==> src/design/lvds_check_defs.svh <==
// constants shared by the lvds source and the lvds input checker
`ifndef LVDS_CHECK_DEFS_SVH
`define LVDS_CHECK_DEFS_SVH
// apb byte offsets
`define OFF_TEST_CTRL 8'h00
`define OFF_SHUTOFF 8'h04
`define OFF_STATUS 8'h08
`define OFF_MASK 8'h0c
`define OFF_ERRMAP 8'h10
`define OFF_FRAMES 8'h04
`define KEY_BASE_HI 3'h1
// test_and_parity_control fields
`define CTL_TEST 0
`define CTL_PAR_EN 1
`define CTL_DUAL 2
`define CTL_ODD 3
`define CTL_SIFTX 4
`define CTL_INJECT 5
`define CTL_SYNC_STRB 8
`define CTL_SYNC_FA 9
`define CTL_SYNC_LO 8
`define CTL_SYNC_HI 11
// auto_shutoff_control fields
`define SHUT_CLOCK 0
`define SHUT_COLL 1
// alarm_status_register bit positions
`define AL_ZERO 0
`define AL_TWO 1
`define AL_ONE 2
`define AL_COLL 3
`define AL_FIFO 4
`define AL_DACCLK 5
`define AL_DATACLK 6
`define AL_PATTERN 7
`define AL_PAR_A 8
`define AL_PAR_B 9
`define AL_PAR_C 10
`define AL_PAR_D 11
`define AL_CLOCK 12
`define AL_PLL 13
`define AL_W 14
// reset values
`define KEY0_RESET 16'h7a7a
`define KEYN_RESET 16'h0000
`define MASK_RESET 14'h3fff
`define CTRL_RESET 16'h0000
// timing
`define PCLK_NS 100
`define LINK_HALF_NS 400
`define CLK_GONE_NS 3200
`endif

==> src/design/lvds_check_pkg.sv <==
// types for the lvds source and the lvds input checker
package lvds_check_pkg;
    typedef enum logic [1:0] {SRC_IDLE = 2'b01, SRC_RUN = 2'b10} src_state_e;

    typedef logic [7:0][15:0] key_t;

    typedef struct packed {
        logic clk_s1, clk_s2, clk_s3;
        logic [15:0] ab_s1, ab_s2, cd_s1, cd_s2;
        logic strb_s1, strb_s2, fa_s1, fa_s2, par_s1, par_s2;
        logic sclk_s1, sclk_s2, sclk_s3;
        logic pll_s1, pll_s2, txen_s1, txen_s2;
        logic prev_strb, prev_fa, synced;
        logic [1:0] slot;
        logic [15:0] ctrl;
        logic [1:0] shut;
        logic [13:0] status, mask;
        logic [15:0] errmap;
        key_t key;
        logic [7:0] dwd, swd;
        logic [31:0] prdata;
        logic alarm, out_en;
    } dev_state_s;

    typedef struct packed {
        src_state_e state;
        logic [7:0] cnt;
        logic dclk, first;
        logic [1:0] slot;
        logic [15:0] ab, cd;
        logic strb, fa, par;
        logic [15:0] ctrl;
        key_t key;
        logic [15:0] frames;
        logic [31:0] prdata;
    } src_state_s;
endpackage

==> src/design/lvds_link_if.sv <==
// lvds data link between the source and the input checker
`timescale 1ns/1ps
`default_nettype none
interface lvds_link_if;
    logic data_clock;
    logic [15:0] lane_ab_bus;
    logic [15:0] lane_cd_bus;
    logic input_strobe;
    logic frame_align;
    logic parity_line;
    modport source (output data_clock, lane_ab_bus, lane_cd_bus, input_strobe, frame_align, parity_line);
    modport device (input data_clock, lane_ab_bus, lane_cd_bus, input_strobe, frame_align, parity_line);
endinterface
`default_nettype wire

==> src/design/lvds_input_check_and_alarms.sv <==
// converter-side lvds input checker: pattern test, parity, sticky alarms
`timescale 1ns/1ps
`default_nettype none
`include "lvds_check_defs.svh"
// Behaviour
// RULE1 - pattern test forces analog outputs off
// RULE2 - eight writable key words form reference
// RULE3 - frame start from selected strobe/align edge
// RULE4 - source sends keys 0,1,4,5 / 2,3,6,7
// RULE5 - sequence repeats; one start edge suffices
// RULE6 - shared 16-bit error map of mismatches
// RULE7 - any mismatch sets pattern alarm bit 7
// RULE8 - key0 resets 7a7a; bit errors flagged
// RULE9 - writing zeros clears map and alarm
// RULE10 - software runs 100 frames before clearing
// RULE11 - 33-bit parity against odd/even sense
// RULE12 - rising errors alarm A, falling B
// RULE13 - dual parity: ab+strobe, cd+parity line
// RULE14 - four parity alarms per path and edge
// RULE15 - dual parity needs frame align sync
// RULE16 - alarms sticky until software clears them
// RULE17 - zero write pointer raises zero-check alarm
// RULE18 - fifo two, one, equal and summary alarms
// RULE19 - clock stop, summary and pll alarms
// RULE20 - enabled alarms shut converter output off
// RULE21 - per-alarm mask selects alarm pin sources
// RULE22 - software reads, fixes, resyncs, clears
// RULE23 - alarm pin: registered or of unmasked
module lvds_input_check_and_alarms #(
    parameter int FIFO_DEPTH = 8,
    parameter logic [7:0] GONE_CYCLES = 8'(`CLK_GONE_NS / `PCLK_NS)
) (
    input wire logic pclk,
    input wire logic presetn,
    input wire logic psel,
    input wire logic penable,
    input wire logic pwrite,
    input wire logic [7:0] paddr,
    input wire logic [31:0] pwdata,
    output logic [31:0] prdata,
    output logic pready,
    output logic pslverr,
    input wire logic [FIFO_DEPTH-1:0] fifo_wr_ptr,
    input wire logic [FIFO_DEPTH-1:0] fifo_rd_ptr,
    input wire logic sample_clock,
    input wire logic pll_locked,
    input wire logic transmit_enable_pin,
    output logic alarm_pin,
    output logic analog_out_enable,
    lvds_link_if.device link
);
    import lvds_check_pkg::*;

    dev_state_s s, n;
    logic edge_seen, rise, sync_edge, wr, setup, mapped, shutdown, odd, eab, ecd, e32;
    logic [1:0] slot_now;
    logic [15:0] exp_ab, exp_cd, miss;
    logic [13:0] set, keep;

    // one-hot pointers: true when w lies within d positions of r
    function automatic logic near(input logic [FIFO_DEPTH-1:0] w, input logic [FIFO_DEPTH-1:0] r, input int d);
        logic hit;
        hit = 1'b0;
        for (int k = 0; k <= d; k++) begin
            hit = hit | (|(w & ((r << k) | (r >> (FIFO_DEPTH - k)))));
            hit = hit | (|(w & ((r >> k) | (r << (FIFO_DEPTH - k)))));
        end
        return hit;
    endfunction

    // next state
    always_comb begin
        n = s;
        set = '0;
        miss = 16'h0000;
        exp_ab = 16'h0000;
        exp_cd = 16'h0000;
        sync_edge = 1'b0;
        slot_now = s.slot;
        eab = 1'b0;
        ecd = 1'b0;
        e32 = 1'b0;
        odd = s.ctrl[`CTL_ODD];
        // two-flop synchronisers for everything from outside pclk except the fifo pointers, which are used unsynchronised
        n.clk_s1 = link.data_clock;
        n.clk_s2 = s.clk_s1;
        n.clk_s3 = s.clk_s2;
        n.ab_s1 = link.lane_ab_bus;
        n.ab_s2 = s.ab_s1;
        n.cd_s1 = link.lane_cd_bus;
        n.cd_s2 = s.cd_s1;
        n.strb_s1 = link.input_strobe;
        n.strb_s2 = s.strb_s1;
        n.fa_s1 = link.frame_align;
        n.fa_s2 = s.fa_s1;
        n.par_s1 = link.parity_line;
        n.par_s2 = s.par_s1;
        n.sclk_s1 = sample_clock;
        n.sclk_s2 = s.sclk_s1;
        n.sclk_s3 = s.sclk_s2;
        n.pll_s1 = pll_locked;
        n.pll_s2 = s.pll_s1;
        n.txen_s1 = transmit_enable_pin;
        n.txen_s2 = s.txen_s1;
        edge_seen = s.clk_s2 ^ s.clk_s3;
        rise = s.clk_s2 & ~s.clk_s3;
        // data words are taken on both data clock edges
        if (edge_seen) begin
            // strobe carries parity in dual mode, so it cannot mark frames there
            sync_edge = (s.ctrl[`CTL_SYNC_STRB] && !(s.ctrl[`CTL_PAR_EN] && s.ctrl[`CTL_DUAL])
                && s.strb_s2 && !s.prev_strb)
                || (s.ctrl[`CTL_SYNC_FA] && s.fa_s2 && !s.prev_fa); // see RULE3 see RULE15
            n.prev_strb = s.strb_s2;
            n.prev_fa = s.fa_s2;
            slot_now = sync_edge ? 2'h0 : s.slot + 2'h1; // see RULE5
            exp_ab = s.key[{slot_now[1], 1'b0, slot_now[0]}]; // see RULE4
            exp_cd = s.key[{slot_now[1], 1'b1, slot_now[0]}];
            if (s.ctrl[`CTL_TEST] && (s.synced || sync_edge)) begin
                n.synced = 1'b1;
                n.slot = slot_now;
                miss = (s.ab_s2 ^ exp_ab) | (s.cd_s2 ^ exp_cd); // see RULE2 see RULE6 see RULE8
                set[`AL_PATTERN] = |miss; // see RULE7
            end
            if (s.ctrl[`CTL_PAR_EN] && s.ctrl[`CTL_DUAL]) begin
                eab = (^{s.ab_s2, s.strb_s2}) != odd; // see RULE13
                ecd = (^{s.cd_s2, s.par_s2}) != odd;
                set[`AL_PAR_A] = eab && rise; // see RULE14
                set[`AL_PAR_B] = eab && !rise;
                set[`AL_PAR_C] = ecd && rise;
                set[`AL_PAR_D] = ecd && !rise;
            end else if (s.ctrl[`CTL_PAR_EN]) begin
                e32 = (^{s.ab_s2, s.cd_s2, s.par_s2}) != odd; // see RULE11
                set[`AL_PAR_A] = e32 && rise; // see RULE12
                set[`AL_PAR_B] = e32 && !rise;
            end
        end
        if (!s.ctrl[`CTL_TEST]) begin
            n.synced = 1'b0;
        end
        // stop watchdogs, saturating so a dead clock keeps its alarm raised
        n.dwd = edge_seen ? 8'h00 : ((s.dwd == GONE_CYCLES) ? s.dwd : s.dwd + 8'h01);
        n.swd = (s.sclk_s2 ^ s.sclk_s3) ? 8'h00 : ((s.swd == GONE_CYCLES) ? s.swd : s.swd + 8'h01);
        set[`AL_DATACLK] = (s.dwd == GONE_CYCLES); // see RULE19
        set[`AL_DACCLK] = (s.swd == GONE_CYCLES);
        set[`AL_CLOCK] = set[`AL_DATACLK] | set[`AL_DACCLK];
        set[`AL_PLL] = !s.pll_s2;
        // fifo pointer proximity
        set[`AL_ZERO] = (fifo_wr_ptr == '0); // see RULE17
        set[`AL_TWO] = near(fifo_wr_ptr, fifo_rd_ptr, 2); // see RULE18
        set[`AL_ONE] = near(fifo_wr_ptr, fifo_rd_ptr, 1);
        set[`AL_COLL] = |(fifo_wr_ptr & fifo_rd_ptr);
        set[`AL_FIFO] = set[`AL_TWO] | set[`AL_ONE] | set[`AL_COLL];
        // apb slave; write in access phase, read data latched in setup
        setup = psel && !penable;
        wr = psel && penable && pwrite;
        mapped = (paddr == `OFF_TEST_CTRL) || (paddr == `OFF_SHUTOFF) || (paddr == `OFF_STATUS)
            || (paddr == `OFF_MASK) || (paddr == `OFF_ERRMAP) || (paddr[7:5] == `KEY_BASE_HI);
        if (wr && paddr == `OFF_TEST_CTRL) begin
            n.ctrl = pwdata[15:0];
        end
        if (wr && paddr == `OFF_SHUTOFF) begin
            n.shut = pwdata[1:0];
        end
        if (wr && paddr == `OFF_MASK) begin
            n.mask = pwdata[13:0];
        end
        if (wr && paddr[7:5] == `KEY_BASE_HI && paddr[1:0] == 2'h0) begin
            n.key[paddr[4:2]] = pwdata[15:0]; // see RULE2
        end
        // sticky bits: a written zero clears, a new event in that cycle wins
        keep = (wr && paddr == `OFF_STATUS) ? pwdata[13:0] : '1;
        n.status = (s.status & keep) | set; // see RULE16 see RULE9
        n.errmap = (s.errmap & ((wr && paddr == `OFF_ERRMAP) ? pwdata[15:0] : 16'hffff)) | miss; // see RULE9
        if (setup) begin
            n.prdata = 32'h0000_0000;
            case (paddr)
                `OFF_TEST_CTRL: n.prdata = {16'h0000, s.ctrl};
                `OFF_SHUTOFF: n.prdata = {30'h0000_0000, s.shut};
                `OFF_STATUS: n.prdata = {18'h0_0000, s.status};
                `OFF_MASK: n.prdata = {18'h0_0000, s.mask};
                `OFF_ERRMAP: n.prdata = {16'h0000, s.errmap};
                default: begin
                    if (paddr[7:5] == `KEY_BASE_HI) begin
                        n.prdata = {16'h0000, s.key[paddr[4:2]]};
                    end
                end
            endcase
        end
        // outputs
        n.alarm = |(s.status & ~s.mask); // see RULE21 see RULE23
        shutdown = (s.shut[`SHUT_CLOCK] && s.status[`AL_CLOCK])
            || (s.shut[`SHUT_COLL] && s.status[`AL_COLL]); // see RULE20
        n.out_en = s.txen_s2 && s.ctrl[`CTL_SIFTX] && !s.ctrl[`CTL_TEST] && !shutdown; // see RULE1
    end

    // single state register
    always_ff @(posedge pclk or negedge presetn) begin
        if (!presetn) begin
            s <= '0;
            s.ctrl <= `CTRL_RESET;
            s.mask <= `MASK_RESET;
            s.key <= {{7{`KEYN_RESET}}, `KEY0_RESET}; // see RULE8
        end else begin
            s <= n;
        end
    end

    assign pready = psel && penable;
    assign pslverr = psel && penable && !mapped;
    assign prdata = s.prdata;
    assign alarm_pin = s.alarm;
    assign analog_out_enable = s.out_en;
endmodule
`default_nettype wire

==> src/flat_wrapper.sv <==
// flat-port wrapper written by rule: the top's interface ports become plain ports
module lvds_input_check_and_alarms_flat import lvds_check_pkg::*;
#(
    parameter int FIFO_DEPTH = 8,
    parameter logic [7:0] GONE_CYCLES = 8'(`CLK_GONE_NS / `PCLK_NS)
)
  (pclk, presetn, psel, penable, pwrite, paddr, pwdata, prdata, pready, pslverr, fifo_wr_ptr, fifo_rd_ptr, sample_clock, pll_locked, transmit_enable_pin, alarm_pin, analog_out_enable, link_data_clock, link_lane_ab_bus, link_lane_cd_bus, link_input_strobe, link_frame_align, link_parity_line);
  lvds_link_if link_i ();
  input wire logic pclk;
  input wire logic presetn;
  input wire logic psel;
  input wire logic penable;
  input wire logic pwrite;
  input wire logic [7:0] paddr;
  input wire logic [31:0] pwdata;
  output logic [31:0] prdata;
  output logic pready;
  output logic pslverr;
  input wire logic [FIFO_DEPTH-1:0] fifo_wr_ptr;
  input wire logic [FIFO_DEPTH-1:0] fifo_rd_ptr;
  input wire logic sample_clock;
  input wire logic pll_locked;
  input wire logic transmit_enable_pin;
  output logic alarm_pin;
  output logic analog_out_enable;
  input wire logic [$bits(link_i.data_clock)-1:0] link_data_clock;
  input wire logic [$bits(link_i.lane_ab_bus)-1:0] link_lane_ab_bus;
  input wire logic [$bits(link_i.lane_cd_bus)-1:0] link_lane_cd_bus;
  input wire logic [$bits(link_i.input_strobe)-1:0] link_input_strobe;
  input wire logic [$bits(link_i.frame_align)-1:0] link_frame_align;
  input wire logic [$bits(link_i.parity_line)-1:0] link_parity_line;
  assign link_i.data_clock = link_data_clock;
  assign link_i.lane_ab_bus = link_lane_ab_bus;
  assign link_i.lane_cd_bus = link_lane_cd_bus;
  assign link_i.input_strobe = link_input_strobe;
  assign link_i.frame_align = link_frame_align;
  assign link_i.parity_line = link_parity_line;
  lvds_input_check_and_alarms #(.FIFO_DEPTH(FIFO_DEPTH), .GONE_CYCLES(GONE_CYCLES)) u_core (.pclk(pclk), .presetn(presetn), .psel(psel), .penable(penable), .pwrite(pwrite), .paddr(paddr), .pwdata(pwdata), .prdata(prdata), .pready(pready), .pslverr(pslverr), .fifo_wr_ptr(fifo_wr_ptr), .fifo_rd_ptr(fifo_rd_ptr), .sample_clock(sample_clock), .pll_locked(pll_locked), .transmit_enable_pin(transmit_enable_pin), .alarm_pin(alarm_pin), .analog_out_enable(analog_out_enable), .link(link_i));
endmodule
==> config.mk <==
export PLATFORM = sky130hd
export DESIGN_NAME = lvds_input_check_and_alarms_flat
export DESIGN_NICKNAME = d
export VERILOG_FILES = /design/src/design/lvds_check_pkg.sv /design/src/design/lvds_link_if.sv /design/src/design/lvds_input_check_and_alarms.sv /design/src/flat_wrapper.sv
export VERILOG_INCLUDE_DIRS = /design/src /design/src/design
export SDC_FILE = /design/constraint.sdc
export NUM_CORES = 1
export LEC_CHECK = 0
export BUFFER_PORTS_ARGS = -buffer_cell sky130_fd_sc_hd__buf_4
export CAP_MARGIN = 25
export CELL_PAD_IN_SITES_DETAIL_PLACEMENT = 2
export CELL_PAD_IN_SITES_GLOBAL_PLACEMENT = 2
export CORE_MARGIN = 1.5
export CORE_UTILIZATION = 38
export CTS_BUF_LIST = sky130_fd_sc_hd__clkbuf_4 sky130_fd_sc_hd__clkbuf_8
export CTS_CLUSTER_DIAMETER = 100
export DETAILED_ROUTE_END_ITERATION = 10
export HOLD_SLACK_MARGIN = 0.02
export PLACE_DENSITY = 0.76
export SLEW_MARGIN = 20
export SYNTH_ARGS = -nofsm -noshare
export SYNTH_HDL_FRONTEND = slang
export SYNTH_SLANG_ARGS = --single-unit
==> constraint.sdc <==
create_clock -name pclk -period 2.1 [get_ports pclk]
set_input_delay 0.42 -clock pclk [delete_from_list [all_inputs] [get_ports pclk]]
set_output_delay 0.42 -clock pclk [all_outputs]
set_load 0.01 [all_outputs]
---- After elaboration in Yosys (flattened, before gate mapping) ----
Index checks and enable logic that the tools add are counted.
W data, S select, Z words.
cells by class
  add/subtract/negate cells ............... 3
  reductions and logical operators ........ 62
  bitwise gates (word level) .............. 29
  equality and inequality tests ........... 14
  magnitude comparators ................... 4
  muxes and demuxes ....................... 28
operators by type and width
  cell                   count
  $pmux W32 S5           1
  $bwmux W128            1
  $mux W16               8
  $bmux W16 S2           2
  $bmux W16 S3           1
  $demux W16 S3          1
  $and A8 B8 Y8          5
  $reduce_or A8 Y1       5
  $reduce_xor A17 Y1     2
  $reduce_xor A33 Y1     1
  $mux W8                4
  $or A16 B16 Y16        2
  $xor A16 B16 Y16       2
  $logic_and A1 B1 Y1    30
  $and A14 B14 Y14       2
  $add A8 B1 Y8 const B  2
  $and A16 B16 Y16       1
  $eq A8 B4 Y1 const B   2
  $eq A8 B6 Y1 const B   2
  $logic_not A8 Y1       2
  $reduce_or A16 Y1      1
  $mux W14               1
  $not A14 Y14           1
  $or A14 B14 Y14        1
  other kinds (26)       60
storage, ports and cells
  register bits ........................... 325
  input port bits ......................... 100

---- Depth between registers and ports, before layout ----
  word-level depth ........................ 15
  gate-level depth with buffers ........... 11
  depth with buffers taken out ............ 7

---- Worst setup path after synthesis ----
No wires, ideal clock.
  kind .................................... input to register
  from .................................... input port paddr[1]
  to ...................................... register u_core.s[233] (netlist name)
  required time ........................... 1.972 ns
  path buffers ............................ 2
  stages .................................. 7
  slack ................................... -0.074 ns
  library setup time ...................... 0.128 ns
  arrival time ............................ 2.046 ns
  cell sequence ........................... nor2_1 > nand2_1 > or3_1 > buf_2 > nor3b_4 > buf_4 > mux2_1
on the way
  longest elaborated chain between the ends .. 2
RTL lines
  what                           line                                RTL
  start, declared                flat_wrapper.sv:14                  input wire logic [7:0] paddr;
  $logic_not A8 Y1 (no line)     -
  $logic_and A1 B1 Y1 (no line)  -
  end signal, assigned           lvds_input_check_and_alarms.sv:204  s <= n;
  end, declared                  lvds_input_check_and_alarms.sv:54   dev_state_s s, n;
Every way passes these cells.
A chain may end at the register's enable or synchronous reset.

==> load_flow_metrics.sql <==
INSERT INTO impl_metrics (metric_group, metric, value, unit) VALUES
('status', 'outcome', 'finished, violations left', ''),
('status', 'failed_checks', 'setup timing', ''),
('logic_synthesis', 'synth_warnings', '0', ''),
('timing', 'rsz_0062_raised_after_global_routing', 'yes', ''),
('routing', 'drt_wl_total', '80.9', 'mm'),
('power', 'cellLeakagePower', '9.57', 'nW'),
('critical_path', 'critical_path_class', 'reg -> reg', ''),
('finish', 'area_delta_synth_final', '39.5', '%'),
('timing', 'timing.final.crit_share', '139', '%'),
('timing', 'final_setup_violating_endpoints', '23', ''),
('logic_synthesis', 'synthArstFlopShare', '100', '%'),
('power', 'irDropWorstVdd', '573', 'uV'),
('finish', 'sequential_cell_area', '0.00777', 'mm2'),
('routing', 'wire_per_inst', '37.0', 'um'),
('critical_path', 'reg2regPathDepth', '10', ''),
('timing', 'timing.final.max_slew_violations', '0', ''),
('timing', 'endpoints_failing_hold', '0', ''),
('timing', 'fmax', '343', 'MHz'),
('clock_network', 'cts_tree', 'built', ''),
('clock_network', 'cts-root-to-sink-buffers', '3', ''),
('timing', 'timing.clock.skew', '37.2', 'ps'),
('finish', 'layout.nets', '1713', ''),
('global_route', 'grt_max_degree', '60', ''),
('routing', 'detail_route.vias_per_cell', '6.49', ''),
('placed_design', 'gp_congestion', '0.857', ''),
('global_route', 'grt_antenna_before_repair', '5', ''),
('routing', 'drc_violation_count_after_routing', '0', ''),
('clock_network', 'clk-insertion-delay-late', '700', 'ps'),
('flow_run', 'cap_viol_max_count', '0', ''),
('critical_path', 'critPathMaxFanout', '5', ''),
('critical_path', 'critical_path.slowest_cell', 'dfrtp_1', ''),
('floorplan', 'die-height', '206', 'um'),
('logic_synthesis', 'syn-instance-count', '1300', ''),
('critical_path', 'crit_path_start', 'u_core.s[232]', ''),
('global_route', 'grt_pass1_wl', '102', 'mm'),
('global_route', 'grt_pass1_vias', '15000', ''),
('clock_network', 'cts_inserted_buffers', '55', ''),
('critical_path', 'setup.worst_path.end_class', 'flip-flop', ''),
('logic_synthesis', 'ys.flop_type', 'dfrtp_1', ''),
('finish', 'finish.cell_count_without_fillers', '2186', ''),
('clock_network', 'clock-root-buffer', 'clkbuf_8', ''),
('floorplan', 'fp.coreArea', '0.0407', 'mm2'),
('routing', 'ant_nets', '0', ''),
('logic_synthesis', 'yosys-top-cells-area', 'dfrtp_1 46%, mux2_2 11%, mux4_2 4.6%', ''),
('floorplan', 'top_level_ports', '136', ''),
('clock_network', 'h-tree-depth', '2', ''),
('finish', 'layout.core_utilization', '53.6', '%'),
('finish', 'drive_above_1_share', '48.1', '%'),
('power', 'pwr_density_cell', '729', 'mW/mm2'),
('floorplan', 'core.rowCount', '74', ''),
('clock_network', 'clkSlewWorstSetupHoldPaths', '80', 'ps'),
('placed_design', 'hpwlAfterDp', '39.2', 'mm'),
('logic_synthesis', 'synth.avg_cell_area', '12.0', 'um2'),
('critical_path', 'reg2reg_setup_slack', '-810', 'ps'),
('placed_design', 'placed_cells', '1986', ''),
('routing', 'dr_total_vias', '14200', ''),
('critical_path', 'timing.rr.start', 'u_core.s[232]', ''),
('critical_path', 'timing.rr.end', 'u_core.s[215]', ''),
('timing', 'period_needed', '2910', 'ps'),
('critical_path', 'worstPathCellList', 'and3b_2 -> buf_12 -> buf_6 -> a2111oi_4 -> a211oi_2 -> xor2_1 -> nand4_1 -> buf_4 -> nor3_2 -> a32oi_1', ''),
('logic_synthesis', 'yosys.area.top_type_share', '45.6', '%'),
('timing', 'setup_ws', '-812', 'ps'),
('critical_path', 'critPathLaunchType', 'flip-flop', ''),
('global_route', 'grt_remaining_overflow', '0', ''),
('logic_synthesis', 'cell_area_synth', '0.0156', 'mm2'),
('finish', 'final_common_cell', 'dfrtp_1', ''),
('placed_design', 'numPortBuffers', '103', ''),
('critical_path', 'critical-path-max-stage-delay', '410', 'ps'),
('finish', 'multi_input_gate_area_in_the_final_layout', '0.00825', 'mm2'),
('critical_path', 'setup.worst_path.end', 'u_core.s[215]', ''),
('floorplan', 'total_die_area', '0.0424', 'mm2');
-- layer usage --
metal | vias up | track usage [%] | share of wire (%)
met5 | - | 0 | 0.041
met3 | 401 | 5.97 | 8.6
met4 | 4 | 17.0 | 7.1
met1 | 7407 | 39.8 | 37
met2 | 959 | 55.9 | 48
li1 | 5414 | - | -
-- flip-flops by register name, indices dropped and copies added, names as in the netlist --
| register | cells |
|---|---|
| u_core.analog_out_enable | 1 |
| u_core.alarm_pin | 1 |
| u_core.s | 249 |
| u_core.n | 41 |
| u_core.odd | 1 |
| u_core.prdata | 16 |
-- Yosys cell counts, types with 12 or more instances --
| cell type | instances |
|---|---|
| dfrtp_1 | 285 |
| dfstp_2 | 24 |
| buf_2 | 33 |
| nand3_1 | 27 |
| mux2_2 | 157 |
| a221oi_1 | 14 |
| mux4_2 | 32 |
| xnor2_1 | 38 |
| inv_1 | 40 |
| a21oi_1 | 20 |
| nor2_1 | 48 |
| a211oi_1 | 12 |
| mux2_1 | 17 |
| o21a_1 | 12 |
| mux2i_1 | 49 |
| nand2_1 | 42 |
| and3_1 | 23 |
| nand4b_1 | 14 |
| buf_4 | 42 |
| o21ai_0 | 70 |
| o22ai_1 | 24 |
| o2111ai_1 | 16 |
| xor2_1 | 22 |
| clkbuf_1 | 38 |
-- worst min path at each step --
stage | start | end | slack, ps | cells after the start
final | fifo_wr_ptr[7] | u_core.s[208] | 80 | 4
after global routing | fifo_wr_ptr[1] | u_core.s[208] | 100 | 4
after CTS | pwdata[15] | u_core.s[113] | 50 | 2
after detailed placement | u_core.n[245] | u_core.s[245] | 340 | 0
after global placement | u_core.n[265] | u_core.s[265] | 330 | 0
after floorplan | presetn | u_core.alarm_pin | 120 | 0
-- through the flow --
stage	cell area, um2	power, mW	hold slack [ps]	setup WS, ps	TNS (ps)
after detailed placement	18100	7.90	336	-492	-7190
after global placement	18100	7.82	333	-395	-3070
final	21800	15.9	77.4	-812	-6500
after global routing	21800	16.3	95.6	-877	-6900
after floorplan	15700	7.11	124	12.9	0
after CTS	20800	15.4	49.2	-307	-1920
-- final cells by class --
cell class,instances,area share (%)
multi-input cells,841,37.8
flip-flops and latches,309,35.6
repair buffers,361,16.3
clock buffers,76,4.56
well taps,532,3.05
clock inverters,27,1.97
inverters,40,0.705
-- critical path: cells and delay by family (launching register included) --
family / cells / cell delay (ps)
buffers and inverters: 3 / 540
AO/OA/AOI/OAI: 3 / 680
XOR/XNOR: 1 / 340
flip-flops: 1 / 410
AND/OR/NAND/NOR: 3 / 770
-- timing repair --
item	CTS	global route
cloned	4	2
endpoints found under the hold margin	85	0
endpoints found under the setup margin	21	24
pin swaps	55	69
resized for setup	113	161
setup buffers	26	45
hold buffers	40	0
-- power by group --
part | switching [mW] | leakage, nW | internal [mW]
clock | 3.18 | 0.736 | 4.46
combinational | 1.06 | 5.02 | 0.847
sequential | 0.217 | 3.81 | 6.15
total | 4.45 | 9.57 | 11.5
-- logic make-up (layout without fill, tap and decap cells) --
logic type	count (synthesis)	count (layout)	synth area share, %
AOI/OAI and AO/OA	249	249	10.9
buffers and inverters	165	504	5.47
and+or+nand+nor	255	255	9.76
other	1	16	0.0240
xor gates and xnor gates	61	61	3.51
DFF	309	309	49.6
muxes	255	255	20.3
adders and majority gates	5	5	0.400
Note: power is estimated with default switching activity, not from simulation.
